**config.mk**
```make
export PLATFORM = sky130hd
export DESIGN_NAME = sar_top
export DESIGN_NICKNAME = d
export VERILOG_FILES = /design/src/logic/sar_pkg.sv /design/src/logic/sar_top.sv /design/src/logic/sar_i2s_rx.sv
export VERILOG_INCLUDE_DIRS = /design/src /design/src/logic
export SDC_FILE = /design/constraint.sdc
export NUM_CORES = 1
export LEC_CHECK = 0
export BUFFER_PORTS_ARGS = -buffer_cell sky130_fd_sc_hd__buf_2
export CORE_MARGIN = 4
export CORE_UTILIZATION = 36
export DETAILED_ROUTE_END_ITERATION = 8
export GPL_ROUTABILITY_DRIVEN = 1
export GPL_TIMING_DRIVEN = 0
export MAX_ROUTING_LAYER = met4
export PLACE_DENSITY_LB_ADDON = 0.12
export SKIP_CTS_REPAIR_TIMING = 1
export SLEW_MARGIN = 20
export SYNTH_ARGS = -nofsm -noshare
export SYNTH_HDL_FRONTEND = slang
export SYNTH_SLANG_ARGS = --single-unit
```
**constraint.sdc**
```tcl
create_clock -name MCLK -period 4.9 [get_ports MCLK]
set_input_delay 0.49 -clock MCLK [delete_from_list [all_inputs] [get_ports MCLK]]
set_output_delay 0.49 -clock MCLK [all_outputs]
set_load 0.02 [all_outputs]
```
**src/logic/sar_map.svh**
```systemverilog
// register offsets, field positions, reset values and sizes for the serial audio receiver
`ifndef SAR_MAP_SVH
`define SAR_MAP_SVH
`define SAR_OFF_L16 8'h00
`define SAR_OFF_R16 8'h04
`define SAR_OFF_L24 8'h08
`define SAR_OFF_R24 8'h0C
`define SAR_OFF_STAT 8'h10
`define SAR_OFF_MASK 8'h14
`define SAR_OFF_L32 8'h20
`define SAR_OFF_R32 8'h40
`define SAR_OFF_LR32 8'h60
`define SAR_OFF_CTRL 8'h80
`define SAR_CTRL_RST 32'h0003_1F00
`define SAR_CTRL_WMASK 32'h00FF_1F01
`define SAR_MASK_RST 10'h3FF
`define SAR_ST_RUND 0
`define SAR_ST_LUND 1
`define SAR_ST_ROVR 2
`define SAR_ST_LOVR 3
`define SAR_ST_LFUL 4
`define SAR_ST_LHLF 5
`define SAR_ST_LNMT 6
`define SAR_ST_RFUL 7
`define SAR_ST_RHLF 8
`define SAR_ST_RNMT 9
`define SAR_DEPTH 3'h4
`define SAR_HALF 3'h2
`define SAR_SAMPLE_W 24
`endif

```
**src/logic/sar_pkg.sv**
```systemverilog
// types shared by the serial audio receiver files
package sar_pkg;
	typedef struct packed {
		logic [23:0] left;
		logic [23:0] right;
	} sar_pair_t;
	typedef struct packed {
		logic [7:0] rsv2;
		logic [7:0] half_div;
		logic [2:0] rsv1;
		logic [4:0] bits_m1;
		logic [6:0] rsv0;
		logic master;
	} sar_ctrl_t;
endpackage

```
**src/logic/sar_top.sv**
```systemverilog
// serial audio receive buffer: receiver, pair buffer, channel fifos and registers
//
// Overview of operation
// [RULE_01] control bit master set drives bit clock and word select; clear means inputs.
// [RULE_02] in slave mode the source drives the bit clock; data sampled on it.
// [RULE_03] master word select divides bit clock by twice the word bits, 50% duty.
// [RULE_04] left and right of one pair enter their fifos in the same cycle.
// [RULE_05] not-empty means one or more pairs, half-full two or more, full four.
// [RULE_06] request raised by any active condition whose mask bit is zero.
// [RULE_07] combined port returns 16-bit left and right, pops one from each fifo.
// [RULE_08] wide ports return the whole sample, up to 24 bits, of the oldest entry.
// [RULE_09] paired ports pack top 16 bits of the two oldest samples of a channel.
// [RULE_10] halfword ports return top 16 bits of the oldest sample of a channel.
// [RULE_11] not-empty stays one while any sample remains after reads.
// [RULE_12] overrun set when a sample arrives at a four-deep fifo; status write clears.
// [RULE_13] underrun set when a read asks more than the fifo holds; status write clears.
// [RULE_14] data port reads pop what they return; unused upper bits read zero.
//
// The plain strobed port and the register offsets were left to the implementer.
`timescale 1ns/1ps
`include "sar_map.svh"
module sar_top
	import sar_pkg::*;
(
	input wire logic MCLK,
	input wire logic RESETN,
	input wire logic [7:0] ADDR,
	input wire logic [31:0] WDATA,
	input wire logic WR,
	input wire logic RD,
	output logic [31:0] RDATA,
	input wire logic BCK_IN,
	input wire logic WS_IN,
	input wire logic SD_IN,
	output logic BCK_OUT,
	output logic BCK_OE,
	output logic WS_OUT,
	output logic WS_OE,
	output logic IRQ
);
	import sar_pkg::*;

	sar_ctrl_t ctrl_q;
	logic [9:0] mask_q, stat;
	logic [31:0] rdata_d;
	logic rx_v, buf_in_rdy, buf_v, take, lost;
	sar_pair_t rx_pair, buf_out;
	sar_pair_t bq_q [2];
	logic bwp_q, brp_q;
	logic [1:0] bcnt_q;
	logic [23:0] mem_q [2][4];
	logic [1:0] wp_q [2];
	logic [1:0] rp_q [2];
	logic [2:0] cnt_q [2];
	logic [23:0] hd [2];
	logic [23:0] nx [2];
	logic [1:0] req [2];
	logic [1:0] pop [2];
	logic [1:0] ovr_q, und_q, ovr_set, und_set;
	logic st_clr;

	// ----------------------------------------
	// read decode
	// ----------------------------------------
	// how many entries a read at address a asks from channel ch (0 left, 1 right)
	function automatic logic [1:0] pop_req(input logic [7:0] a, input logic ch);
		logic [1:0] n;
		n = 2'h0;
		case (a)
			`SAR_OFF_L16, `SAR_OFF_L24: n = ch ? 2'h0 : 2'h1;
			`SAR_OFF_R16, `SAR_OFF_R24: n = ch ? 2'h1 : 2'h0;
			`SAR_OFF_L32: n = ch ? 2'h0 : 2'h2;
			`SAR_OFF_R32: n = ch ? 2'h2 : 2'h0;
			`SAR_OFF_LR32: n = 2'h1;
			default: n = 2'h0;
		endcase
		return n;
	endfunction

	// ----------------------------------------
	// control registers
	// ----------------------------------------
	always_ff @(posedge MCLK) begin
		if (!RESETN)
			ctrl_q <= `SAR_CTRL_RST;
		else if (WR && ADDR == `SAR_OFF_CTRL)
			ctrl_q <= WDATA & `SAR_CTRL_WMASK; // RULE_01
	end

	always_ff @(posedge MCLK) begin
		if (!RESETN)
			mask_q <= `SAR_MASK_RST;
		else if (WR && ADDR == `SAR_OFF_MASK)
			mask_q <= WDATA[9:0];
	end

	assign st_clr = WR && ADDR == `SAR_OFF_STAT;

	// ----------------------------------------
	// receiver
	// ----------------------------------------
	sar_i2s_rx u_rx (
		.clk(MCLK),
		.rst_n(RESETN),
		.master(ctrl_q.master),
		.bits_m1(ctrl_q.bits_m1),
		.half_div(ctrl_q.half_div),
		.bck_pin(BCK_IN),
		.ws_pin(WS_IN),
		.sd_pin(SD_IN),
		.bck_out(BCK_OUT),
		.ws_out(WS_OUT),
		.pair_valid(rx_v),
		.pair(rx_pair)
	);

	always_ff @(posedge MCLK) begin
		if (!RESETN) begin
			BCK_OE <= 1'b0;
			WS_OE <= 1'b0;
		end else begin
			BCK_OE <= ctrl_q.master; // RULE_01
			WS_OE <= ctrl_q.master; // RULE_01
		end
	end

	// ----------------------------------------
	// two-entry pair buffer
	// ----------------------------------------
	// the fifo side stalls during a register read so a push never meets a pop;
	// the serial side cannot stall, so a full buffer loses the pair as an overrun
	assign buf_in_rdy = bcnt_q != 2'h2;
	assign buf_v = bcnt_q != 2'h0;
	assign buf_out = bq_q[brp_q];
	assign take = buf_v && !RD;
	assign lost = rx_v && !buf_in_rdy;

	always_ff @(posedge MCLK) begin
		if (rx_v && buf_in_rdy)
			bq_q[bwp_q] <= rx_pair;
	end

	always_ff @(posedge MCLK) begin
		if (!RESETN) begin
			bwp_q <= 1'b0;
			brp_q <= 1'b0;
			bcnt_q <= 2'h0;
		end else begin
			if (rx_v && buf_in_rdy)
				bwp_q <= ~bwp_q;
			if (take)
				brp_q <= ~brp_q;
			bcnt_q <= bcnt_q + {1'b0, rx_v && buf_in_rdy} - {1'b0, take};
		end
	end

	// ----------------------------------------
	// channel fifos
	// ----------------------------------------
	generate
		for (genvar ch = 0; ch < 2; ch++) begin : g_ch
			logic push;
			logic [23:0] din;
			assign din = ch ? buf_out.right : buf_out.left;
			// both channels take from one buffer entry in one cycle
			assign push = take && cnt_q[ch] != `SAR_DEPTH; // RULE_04
			assign ovr_set[ch] = (take && cnt_q[ch] == `SAR_DEPTH) || lost; // RULE_12
			assign req[ch] = RD ? pop_req(ADDR, 1'(ch)) : 2'h0;
			assign und_set[ch] = {1'b0, req[ch]} > cnt_q[ch]; // RULE_13
			// an underrun pops only what is present
			assign pop[ch] = und_set[ch] ? cnt_q[ch][1:0] : req[ch]; // RULE_14
			assign hd[ch] = (cnt_q[ch] != 3'h0) ? mem_q[ch][rp_q[ch]] : 24'h000000;
			assign nx[ch] = (cnt_q[ch] > 3'h1) ? mem_q[ch][rp_q[ch] + 2'h1] : 24'h000000;

			always_ff @(posedge MCLK) begin
				if (push)
					mem_q[ch][wp_q[ch]] <= din;
			end

			always_ff @(posedge MCLK) begin
				if (!RESETN) begin
					wp_q[ch] <= 2'h0;
					rp_q[ch] <= 2'h0;
					cnt_q[ch] <= 3'h0;
				end else begin
					if (push)
						wp_q[ch] <= wp_q[ch] + 2'h1;
					rp_q[ch] <= rp_q[ch] + pop[ch];
					cnt_q[ch] <= cnt_q[ch] + {2'h0, push} - {1'b0, pop[ch]}; // RULE_14
				end
			end

			// set wins over a status write in the same cycle
			always_ff @(posedge MCLK) begin
				if (!RESETN) begin
					ovr_q[ch] <= 1'b0;
					und_q[ch] <= 1'b0;
				end else begin
					if (ovr_set[ch])
						ovr_q[ch] <= 1'b1; // RULE_12
					else if (st_clr)
						ovr_q[ch] <= 1'b0;
					if (und_set[ch])
						und_q[ch] <= 1'b1; // RULE_13
					else if (st_clr)
						und_q[ch] <= 1'b0;
				end
			end
		end
	endgenerate

	// ----------------------------------------
	// status and interrupt
	// ----------------------------------------
	always_comb begin
		stat = 10'h000;
		stat[`SAR_ST_RUND] = und_q[1];
		stat[`SAR_ST_LUND] = und_q[0];
		stat[`SAR_ST_ROVR] = ovr_q[1];
		stat[`SAR_ST_LOVR] = ovr_q[0];
		stat[`SAR_ST_LFUL] = cnt_q[0] == `SAR_DEPTH; // RULE_05
		stat[`SAR_ST_LHLF] = cnt_q[0] >= `SAR_HALF; // RULE_05
		stat[`SAR_ST_LNMT] = cnt_q[0] != 3'h0; // RULE_05 RULE_11
		stat[`SAR_ST_RFUL] = cnt_q[1] == `SAR_DEPTH; // RULE_05
		stat[`SAR_ST_RHLF] = cnt_q[1] >= `SAR_HALF; // RULE_05
		stat[`SAR_ST_RNMT] = cnt_q[1] != 3'h0; // RULE_05 RULE_11
	end

	always_ff @(posedge MCLK) begin
		if (!RESETN)
			IRQ <= 1'b0;
		else
			IRQ <= |(stat & ~mask_q); // RULE_06
	end

	// ----------------------------------------
	// read data
	// ----------------------------------------
	always_comb begin
		rdata_d = 32'h0000_0000;
		case (ADDR)
			`SAR_OFF_L16: rdata_d = {16'h0000, hd[0][23:8]}; // RULE_10
			`SAR_OFF_R16: rdata_d = {16'h0000, hd[1][23:8]}; // RULE_10
			`SAR_OFF_L24: rdata_d = {8'h00, hd[0]}; // RULE_08
			`SAR_OFF_R24: rdata_d = {8'h00, hd[1]}; // RULE_08
			`SAR_OFF_L32: rdata_d = {nx[0][23:8], hd[0][23:8]}; // RULE_09
			`SAR_OFF_R32: rdata_d = {nx[1][23:8], hd[1][23:8]}; // RULE_09
			`SAR_OFF_LR32: rdata_d = {hd[1][23:8], hd[0][23:8]}; // RULE_07
			`SAR_OFF_STAT: rdata_d = {22'h0, stat};
			`SAR_OFF_MASK: rdata_d = {22'h0, mask_q};
			`SAR_OFF_CTRL: rdata_d = ctrl_q;
			default: rdata_d = 32'h0000_0000;
		endcase
	end

	// data stand only in the cycle after the strobe
	always_ff @(posedge MCLK) begin
		if (!RESETN)
			RDATA <= 32'h0000_0000;
		else
			RDATA <= RD ? rdata_d : 32'h0000_0000;
	end
endmodule // sar_top

```
**src/logic/sar_i2s_rx.sv**
```systemverilog
// serial audio receiver: pin sync, master clock generation and deserialiser
`timescale 1ns/1ps
module sar_i2s_rx
	import sar_pkg::*;
(
	input wire logic clk,
	input wire logic rst_n,
	input wire logic master,
	input wire logic [4:0] bits_m1,
	input wire logic [7:0] half_div,
	input wire logic bck_pin,
	input wire logic ws_pin,
	input wire logic sd_pin,
	output logic bck_out,
	output logic ws_out,
	output logic pair_valid,
	output sar_pkg::sar_pair_t pair
);
	import sar_pkg::*;

	logic bck_s1_q, bck_s2_q, bck_s3_q, ws_s1_q, ws_s2_q, sd_s1_q, sd_s2_q;
	logic [7:0] div_q;
	logic [4:0] bit_q, cnt_q, cnt_nx, sh_amt;
	logic [23:0] sh_q, sh_nx, word;
	logic tick, rise, ws_smp, wsp_q;

	// ----------------------------------------
	// pin synchronisers
	// ----------------------------------------
	always_ff @(posedge clk) begin
		if (!rst_n) begin
			{bck_s1_q, bck_s2_q, bck_s3_q} <= 3'h0;
			{ws_s1_q, ws_s2_q, sd_s1_q, sd_s2_q} <= 4'h0;
		end else begin
			bck_s1_q <= bck_pin;
			bck_s2_q <= bck_s1_q;
			bck_s3_q <= bck_s2_q;
			ws_s1_q <= ws_pin;
			ws_s2_q <= ws_s1_q;
			sd_s1_q <= sd_pin;
			sd_s2_q <= sd_s1_q;
		end
	end

	// ----------------------------------------
	// master clock generation
	// ----------------------------------------
	assign tick = master && (div_q == half_div);

	always_ff @(posedge clk) begin
		if (!rst_n || !master) begin
			div_q <= 8'h00;
			bck_out <= 1'b0;
			bit_q <= 5'h00;
			ws_out <= 1'b0;
		end else begin
			div_q <= tick ? 8'h00 : div_q + 8'h01;
			if (tick) begin
				bck_out <= ~bck_out;
				// ws toggles with the falling edge, period 2 x word bits
				if (bck_out) begin // RULE_03
					bit_q <= (bit_q == bits_m1) ? 5'h00 : bit_q + 5'h01;
					if (bit_q == bits_m1)
						ws_out <= ~ws_out;
				end
			end
		end
	end

	// ----------------------------------------
	// deserialiser
	// ----------------------------------------
	// slave samples on the external clock edge, master on its own
	assign rise = master ? (tick && !bck_out) : (bck_s2_q && !bck_s3_q); // RULE_01 RULE_02
	assign ws_smp = master ? ws_out : ws_s2_q;
	assign sh_nx = (cnt_q < 5'h18) ? {sh_q[22:0], sd_s2_q} : sh_q;
	assign cnt_nx = (cnt_q < 5'h18) ? cnt_q + 5'h01 : cnt_q;
	assign sh_amt = 5'h18 - cnt_nx;
	// words longer than 24 bits keep their top 24, shorter ones are left aligned
	assign word = sh_nx << sh_amt;

	always_ff @(posedge clk) begin
		if (!rst_n) begin
			sh_q <= 24'h000000;
			cnt_q <= 5'h00;
			wsp_q <= 1'b0;
			pair_valid <= 1'b0;
			pair <= '0;
		end else begin
			pair_valid <= 1'b0;
			if (rise) begin
				wsp_q <= ws_smp;
				if (ws_smp != wsp_q) begin
					sh_q <= 24'h000000;
					cnt_q <= 5'h00;
					if (!wsp_q)
						pair.left <= word;
					else begin
						pair.right <= word;
						pair_valid <= 1'b1;
					end
				end else begin
					sh_q <= sh_nx;
					cnt_q <= cnt_nx;
				end
			end
		end
	end
endmodule // sar_i2s_rx

```
Word level (Yosys, flattened, before mapping)
Memory sizes are Yosys's and may differ from the RTL's. A register that Yosys moved wholly into a read port is not among the register bits.
Index checks and enable logic that the tools add are counted.
- shift-type cells: 1
- add/subtract/negate cells: 16
- bitwise logic cells: 19
- reductions and logical operators: 42
- order comparisons: 15
- mux-type cells: 60
- equal/unequal tests: 17
- operators with widths (cell ; count):
    24-bit two-way mux ; 16
    32-bit case mux with 10 select lines ; 1
    24-bit binary-select mux with 2-bit select ; 4
    96-bit two-way mux ; 2
    24-bit demux with 2-bit select ; 2
    24-bit by 5-bit left shift with 24-bit output ; 1
    1-bit two-way mux ; 20
    3-bit >= comparator (second input constant) ; 6
    2-bit inverter with 3-bit output ; 6
    8-bit by 4-bit equality test with 1-bit output (second input constant) ; 2
    8-bit by 5-bit equality test with 1-bit output (second input constant) ; 2
    8-bit by 7-bit equality test with 1-bit output (second input constant) ; 2
    2-bit two-way mux ; 8
    1-bit logical AND ; 15
    5-bit two-way mux ; 3
    3-bit AND reduction ; 4
    5-bit by 1-bit adder with 5-bit output (second input constant) ; 2
    10-bit bitwise AND ; 1
    10-bit inverter ; 1
    2-bit nonzero test ; 5
    10-bit OR reduction ; 1
    2-bit by 1-bit adder with 2-bit output (second input constant) ; 4
    8-bit by 1-bit adder with 8-bit output (second input constant) ; 1
    8-bit by 3-bit equality test with 1-bit output (second input constant) ; 1
    30 further kinds ; 60
- bits in registers: 167
- output and inout port bits: 37
- logic and storage cells: 206
- memories: 5
- bits in writable memories: 302
- memory list (name ; depth ; bits a word ; read ports ; clocked after Yosys merged registers in ; write ports ; RTL line ; RTL):
    mem_q ; 2 ; 96 ; 2 ; 0 ; 2 ; sar_top.sv:51 ; logic [23:0] mem_q [2][4];
    bq_q ; 2 ; 48 ; 1 ; 1 ; 1 ; sar_top.sv:48 ; sar_pair_t bq_q [2];
    cnt_q ; 2 ; 3 ; 2 ; 0 ; 2 ; sar_top.sv:54 ; logic [2:0] cnt_q [2];
    rp_q ; 2 ; 2 ; 2 ; 0 ; 2 ; sar_top.sv:53 ; logic [1:0] rp_q [2];
    wp_q ; 2 ; 2 ; 2 ; 0 ; 2 ; sar_top.sv:52 ; logic [1:0] wp_q [2];

Logic depth before layout (Yosys ltp)
Gate-level depths: netlist of run 1.
- word-level depth: 8
- depth in mapped cells: 19
- mapped depth without buffers: 19

Modules after synthesis
Synthesis of run 1 repeated with hierarchy kept, for this count alone.
- cells, all modules: 1606
- area total of the unflattened synthesis: 20972.6 um^2
- by module, submodules not included (module ; cells each ; instances ; area each (um^2)):
    sar_top ; 937 ; 1 ; 15457.3
    sar_i2s_rx ; 669 ; 1 ; 5515.3

Worst setup path before layout of run 1
OpenSTA, ideal clock, no wires.
- kind: in2reg
- start point: input port ADDR[7]
- end point: memory cnt_q[0][2]
- buffers on the path: 0
- arrival: 3820 ps
- required time: 4785 ps
- cell stages on the path: 16
- setup slack: 965 ps
- path through: or4_4 or4_4 clkinv_2 and2_1 o21ai_0 ha_1 a21oi_1 o21ai_0 mux2i_1 ha_1 inv_1 ha_1 fa_1 xor2_1 xnor2_1 and2_1
- RTL lines (item ; RTL line ; RTL):
    from (decl) ; sar_top.sv:27 ; input wire logic [7:0] ADDR,
    to (decl) ; sar_top.sv:54 ;

Final worst setup path of run 1
- start point: register u_rx.cnt_q[4]
- end point: register u_rx.pair[19] (netlist name)
- word-level cells in the longest chain between the ends: 4
- elaborated cells between the ends (all ways): 6
- classes of those cells: 2 x add/sub; 1 x order compare; 1 x shift; 2 x mux
- RTL lines (item ; RTL line ; RTL):
    from (decl) ; sar_i2s_rx.sv:23 ; logic [4:0] bit_q, cnt_q, cnt_nx, sh_amt;
    from (signal assigned) ; sar_i2s_rx.sv:104 ; cnt_q <= cnt_nx;
    5-bit by 1-bit adder with 5-bit output or 5-bit less-than comparator (tied branches) ; sar_i2s_rx.sv:77, sar_i2s_rx.sv:76 ;
    5-bit two-way mux ; sar_i2s_rx.sv:77 ; assign cnt_nx = (cnt_q < 5'h18) ? cnt_q + 5'h01 : cnt_q;
    5-bit subtractor ; sar_i2s_rx.sv:78 ; assign sh_amt = 5'h18 - cnt_nx;
    24-bit by 5-bit left shift with 24-bit output * ; sar_i2s_rx.sv:80 ; assign word = sh_nx << sh_amt;
    to (decl) ; sar_i2s_rx.sv:17 ; output sar_pkg::sar_pair_t pair
Every way passes the cells marked *; elsewhere a longest branch is shown, timed or not.
A chain may end at the register's enable or synchronous reset.

==> results of run 1 <==
stage by stage:
stage	std cells	setup slack [ns]	utilization, %	instance area (um2)
finish	2538	0.7711	41.82	24220
global route	2537	0.5377	41.82	24220
CTS	2537	0.8551	41.82	24220
detailed placement	2446	0.4588	38.94	22550
global placement	2442	0.4480	38.74	22440
floorplan	1607	0.9647	-	21130
path summary, 6_finish.rpt:
check        cells after the start            end          start  slack (ns)
min reg2reg                      1   u_rx.ws_s2_q   u_rx.ws_s1_q        0.43
max reg2reg                     13  u_rx.pair[19]  u_rx.cnt_q[4]        0.77
max                             13  u_rx.pair[19]  u_rx.cnt_q[4]        0.77
min                              3     ctrl_q[10]      WDATA[10]        0.10
power by group through the flow:
stage	logic (mW)	registers [mW]	clock network, mW
after floorplan	0.668	4.52	0
after global placement	0.998	4.54	0
after detailed placement	1.01	4.55	0
after CTS	1.02	4.46	3.93
after global routing	1.10	4.48	4.09
final	1.01	4.46	3.83
worst reg2reg max path, stage by stage, from the launching register on:
cell,delay [ns]
dfxtp_1,0.33
buf_6,0.15
clkbuf_1,0.35
nand2_1,0.28
mux2i_1,0.33
ha_1,0.28
clkbuf_1,0.20
inv_1,0.12
clkbuf_1,0.47
nor2_1,0.10
o21ai_0,0.45
nor3_1,0.09
a211oi_1,0.70
a21oi_1,0.15
synth_stat cells (all sizes together), types with 25 or more instances:
master / count
dfxtp: 178
ha: 28
buf: 49
nand3: 43
and2: 25
nand2: 144
mux2i: 37
nor2: 67
a21boi: 44
edfxtp: 292
a21oi: 69
mux2: 51
and3: 38
clkbuf: 57
mux4: 82
nor2b: 45
o21ai: 45
a22oi: 50
xnor2: 28
inv: 29
logic make-up after synthesis:
group | after synthesis | share of synthesized area (%)
compound gates | 316 | 10.63
mux | 170 | 13.27
fa+ha+maj | 30 | 1.847
simple gates | 441 | 10.79
buf+inv | 136 | 3.085
flops | 470 | 58.36
xor+xnor | 44 | 2.019
routing by layer:
layer	up-vias	wire length, um	track usage, %	share of wire (%)
li1	6366	-	-	-
met1	6831	25860	24.63	44
met2	376	28470	31.22	48
met3	104	2880	3.291	4.9
met4	0	1976	6.118	3.3
met5	-	0	-	0
registers in the layout (all words and copies together) (netlist names), 6 cells and up, named ones only:
name and flops:
mem_q 192, ctrl_q 14, RDATA 32, mask_q 10
u_rx.pair 48, cnt_q 6, u_rx.sh_q 24, u_rx.div_q 8
bq_q 96
cells in the final DEF (no fill, tap or decap), types with 15 or more instances in the layout:
cell / n
nor2b_1: 45
o31ai_1: 15
ha_1: 28
edfxtp_1: 292
nor3_1: 18
a21boi_0: 30
mux2_2: 51
a221oi_1: 17
clkbuf_16: 52
a21oi_1: 67
and3_1: 28
a22oi_1: 49
nand3_1: 42
nand2b_1: 22
clkbuf_1: 67
inv_1: 29
nor2_1: 64
and2_1: 24
nand2_1: 142
mux4_2: 82
xnor2_1: 26
mux2i_1: 36
o21ai_0: 42
dfxtp_1: 178
buf_2: 93
layout make-up:
cell class	instances	area, um2	area share (%)
diodes	1	2.502	0.01033
repair buffers	74	437.9	1.808
multi-input cells	1001	8170	33.73
well taps	765	957.2	3.952
clock buffers	68	1421	5.868
flip-flops and latches	470	12330	50.91
inverters	30	113.9	0.4701
plain buffers	106	539.3	2.226
clock inverters	23	246.5	1.018
==> run summary, run 1 <==
The area of the core came out at slightly below 60000 um2. The number of flops mapped to enable cells by yosys is 292. The power density over the cells is 383.8 nW/um2. The slowest stage of the critical path is the a211oi_1 cell. Grouping stages by cell kind, the critical path spends the most delay in compound AO/OA/AOI/OAI gates.

The peak ir drop on the vdd network is approximately 0.00023 V. The global-route wire length before repair is 88.88 mm. Headroom to the max-slew limit came out at 40.51%. The starting utilization of the core area came out at 36.49%. The remaining antenna violation count after routing came out at 0. Hold timing on the final database bottoms out at a slack of 0.1037 ns. The overall power after layout is 9.296 mW. The fraction of the cycle the final worst path needs came out at 84.26%. The power share of the clock group came out at approximately two fifths. Dividing the detail-routed wire length by the instance count gives 23.32 um. Clock skew on the completed layout was measured at 0.03261 ns. The placement row count is 88.

The synthesis-to-layout area growth is 14.62%. The maximum fanout along the worst path is 10. Detailed placement finished with a half-perimeter wire length of 44.10 mm. For this design the top-level I/O count stands at 84. The overall die area came out at 62640 um2. The switching component of the power came out at 2.253 mW. The largest net degree at the start of global routing came out at 49. The relative contribution of combinational cells to total power came out at 10.8%.

The mapped netlist covers 21130 um2. Sorting the synthesized cells by area gives the leading types as edfxtp_1 (41%), dfxtp_1 (17%), mux4_2 (8.7%), mux2_2 (2.7%), nand2_1 (2.5%). Counting stages on the worst path, the most repeated cell is clkbuf_1. The clock sink total is 470. The count of nets after finishing is around 1800. The detailed router finished its first iteration with around 960 violations. The sequential power share is 48.0%.

The warning count from the yosys run is 0. The final sum of negative setup slack is 0 ns. The max-slew violation total from the final report is 0. The data arrival time of the critical path is 4.55 ns. Synthesis produced a netlist whose cell count is 1607. The final critical delay including setup and external delays came out at 4.129 ns. The floorplan die height is between 200 and 300 um. The number of input and output port buffers inserted is 70.

The synthesis-stage register bit count came out at 470. The sum of routed wire length over all layers is 59.19 mm. Summed over all cells, the static leakage comes to 8.219 nW. The number of endpoints failing setup at the final stage is 0.

For this run, the leading register cell type out of synthesis is edfxtp_1. The die extent in x came out at 250.3 um. The clock insertion delay at the later pin of the skew report is 0.59 ns. Summed over all instances, the cell type with the most area after synthesis is edfxtp_1. The distinct cell type count after synthesis came out at just over 90. The via count normalized by instance count is roughly 5.4. The number of maximum-capacitance constraint violations is 0.

The via count is 13680. The synthesized netlist net count is 1684. By startpoint and endpoint, the worst setup path is classified as reg2reg.

TritonCTS built the clock tree. The initial antenna violation count is 2. The sequential area share after synthesis is slightly below 60%. In this run the number of H-tree levels came out at 2. The worst setup path is captured at a flip-flop.

Summed over all layers, the global routing overflow is 0. The worst stage delay on the critical path came out at about 0.7 ns. Routability-driven placement finished with a final weighted congestion of 0.8773. The mean cell area of the mapped netlist is 13.15 um2. The number of buffers and inverters on the critical path is 5. At the pin with the least slew margin, the transition time is a little under 0.9 ns. Setup repair after global routing left no endpoint under its margin.

Across every metal layer, demand over resource in global routing totals 19.17%. The min-delay analysis places its worst path in the category in2reg. The critical path goes through buf_6 > clkbuf_1 > nand2_1 > mux2i_1 > ha_1 > clkbuf_1 > inv_1 > clkbuf_1 > nor2_1 > o21ai_0 > nor3_1 > a211oi_1 > a21oi_1. The number of CTS-inserted buffers came out at 50. Counting along the longest clock path gives a buffer depth of 3. In the synthesized netlist the async set-or-reset flop fraction comes to 0%. The run finished with clean final reports. The internal portion of the total power is 7.043 mW. STA classifies the critical path startpoint as a flip-flop. The fraction of layout cells with a size suffix above 1 came out at 21.28%. The number of detailed-route iterations in the first pass is 5.

The maximum operating frequency is 242.2 MHz. The data required time of the critical path came out at 5.33 ns. CTS placed an instance of clkbuf_16 at the clock tree root. Of the total power, the share spent switching nets is 24.24%.

The CTS clock-pin slew for the worst setup and hold paths is approximately 0.060 ns. The top cell type by area accounts for 41.49% of the synthesized area. The via count of the first global-routing pass is roughly 14000. After filler insertion, the fill cell instance count of the layout stands at 5462. The final hold violation count was 0.

In the routed design, unresolved DRC markers number 0.
No activity file was read; power rests on OpenSTA's default activity.
==> run 2, diff against run 1 <==
- clock period: 4.9 -> 3.6 ns (I/O delays scaled with it)
==> run summary, run 2 (same netlist as run 1, synthesis figures left out) <==
STA classifies the critical path endpoint as a flip-flop. The via count came out at 13700 (+0.19%). The max-slew violation total from the final report is 0 (unchanged). The number of inserted diodes came out at 0 (-1). The data required time of the critical path is 4.10 ns (-1.23 ns). The number of maximum-capacitance constraint violations is 0 (unchanged).

The transition time at the pin with the least slew margin is 0.8821 ns (-0.01020 ns). The clock skew after layout is 0.02967 ns (-0.002933 ns). The worst hold path begins at WDATA[2]. The worst path needs 3.433 ns of the cycle, external delays included. The CTS clock-pin slew for the worst setup and hold paths came out at 0.06 ns (about the same). The number of placed instances, taps included came out at 2446 (unchanged). The hold-critical path endpoint is mask_q[2]. The DRC violation total after the first TritonRoute iteration came out at 1042 (+9.0%).

The fraction of layout cells with a size suffix above 1 came out at 23.33% (+2.1 points). The area of the core came out at 57920 um2 (unchanged). The remaining antenna violation count after routing is 0 (unchanged). The overall die area is 62640 um2 (unchanged). The headroom to the max-slew limit is 41.19% (+0.68 points).

The number of input and output port buffers inserted is 70 (unchanged). The flow ran to the end, but the final reports show violations. Setup repair after global routing left no endpoint under its margin. The clock insertion delay at the later pin of the skew report is 0.60 ns (about the same). The via count normalized by instance count is 5.351 (-0.71%).

The global-route wire length before repair came out at 89.20 mm (+0.36%). The level count of the clock H-tree is 2 (unchanged). The checks that failed: negative hold slack.

Static timing analysis puts the maximum clock frequency at approximately 290 MHz. The static leakage power is 8.341 nW (+1.5%). The final hold violation count is 1 (+1). The number of standard cells in the final layout excluding fillers is 2561 (+0.91%). The fill cell instance count of the final layout is 5446 (-0.29%). The placement row count came to 88 (unchanged). The count of nets after finishing is 1830 (+1.1%). The number of endpoints failing setup at the final stage is 0 (unchanged).

The number of CTS-inserted buffers came to 51 (+2.0%). The die extent in x is 250.3 um (unchanged). TritonCTS built the clock tree. The number of flip-flops in the largest register came out at 192 (unchanged). The number of cells on the worst reg-to-reg path came out at 14 (+1). The worst setup slack for register-to-register paths came out at 0.19 ns (-0.58 ns).

The power density over the cells came out at 520.0 nW/um2 (+35%). The final core utilization is 42.54% (+0.72 points). The via count of the first global-routing pass is 13850 (+0.46%).

The cell depth of the worst min-delay path came out at 3 (unchanged). Leaving out fill and tap cells, the most frequent cell in the layout is edfxtp_1. The final estimated routing congestion in global placement is 0.8831 (+0.66%). The kind of path behind the tightest hold check is in2reg. The top cell types in the final layout, fill and taps aside, are edfxtp_1 (292), dfxtp_1 (178), nand2_1 (141). The largest net degree at the start of global routing came out at 49 (unchanged). The maximum fanout along the worst path came out at 8 (-2). The overall routing resource usage is 19.18% (about the same). The worst register-to-register path begins at u_rx.cnt_q[3]. The leftover overflow at the end of global routing is 0 (unchanged).

The sum of routed wire length over all layers is 59.39 mm (+0.34%). The HPWL after detailed placement came out at 44.16 mm (+0.13%). The routed length per instance came out at 23.19 um (-0.56%). The worst register-to-register path ends at u_rx.pair[16].

In the finished design, the share of the clock period the worst path needs comes to 95.36%. The clock sink total came to 470 (unchanged). The I/O pin count is 84 (unchanged). The tree is rooted in a clkbuf_16. The starting utilization of the core area is 36.49% (unchanged).

The remaining design rule violation count is 0 (unchanged). The initial antenna violation count is 1 (-1). The final sum of negative setup slack came out at 0 ns (unchanged). The buffer levels on the longest clock path is 3 (unchanged). The peak ir drop on the vdd network came out at 0.0003509 V (+56%). The floorplan die height was 250.3 um (unchanged). The worst hold-check slack came out at -0.0006171 ns (-0.1043 ns). Compared with the post-synthesis result, the final layout area differs by 16.59%. The data arrival time of the critical path was 3.93 ns (-0.62 ns). The number of detailed-route iterations in the first pass came out at 6 (+1). The worst setup path is of the in2reg kind. The worst setup path is launched from a primary input.
[run 2: cell types whose count changed in the layout (fill, tap and decap cells not counted), moves of 4 or more]
cell,delta
o21ai_2,+4
o21ai_0,-6
clkbuf_2,+5
clkbuf_8,+4
mux2i_2,+6
dlygate4sd3_1,+15
mux2i_1,-6
[run 2: worst max-delay path by stage]
stage | from | endpoint | slack, ns | cells after the start
floorplan | ADDR[0] | cnt_q[0][2] | -0.07 | 16
global placement | bcnt_q[0] | bq_q[0][45] | -0.81 | 3
detailed placement | ADDR[3] | cnt_q[1][2] | -0.53 | 19
CTS | u_rx.cnt_q[4] | u_rx.pair[22] | -0.39 | 12
global route | ADDR[3] | cnt_q[1][2] | 0.005 | 20
finish | ADDR[3] | cnt_q[0][2] | 0.17 | 14
[run 2: stage by stage]
step / total power [mW] / setup WS, ns / area, um2
after global placement: 7.555 / -0.8088 / 22470
after detailed placement: 7.588 / -0.5277 / 22580
after CTS: 12.93 / -0.3924 / 24300
after floorplan: 7.075 / -0.07356 / 21160
final: 12.81 / 0.1672 / 24640
after global routing: 13.31 / 0.005317 / 24640
[run 2: routing by layer]
layer / part of all wire (%) / up-vias / GRT usage (%)
met3: 4.4 / 86 / 3.084
met4: 2.6 / 0 / 4.866
met2: 49 / 342 / 31.98
met1: 44 / 6887 / 24.65
li1: - / 6388 / -
met5: 0 / - / -
[run 2: layout make-up]
cell class	instances	area, um2	area share, %
tap	765	957.2	3.885
clock buffer	79	1528	6.201
sequential	470	12330	50.05
clock inverter	17	197.7	0.8024
timing repair buffer	94	634.4	2.575
inverter	30	117.6	0.4774
buffer	105	541.8	2.199
multi-input combinational	1001	8329	33.81
[run 2: report_power, final]
part	switching, mW	internal [mW]	leakage, nW	total, mW
Clock	2.11	3.20	0.847	5.31
Sequential	0.100	5.97	4.16	6.07
Combinational	0.889	0.535	3.33	1.42
Total	3.10	9.71	8.34	12.8
[run 2: worst max-delay path: stages]
cell and delay [ns]:
buf_2 0.15, or4_4 0.56, or4_4 0.57, nor3_2 0.19
ha_1 0.28, nor2b_1 0.15, o21ai_2 0.19, nor2_1 0.06
a21oi_1 0.27, ha_1 0.31, fa_2 0.39, xor2_1 0.17
xnor2_1 0.12, and2_1 0.14
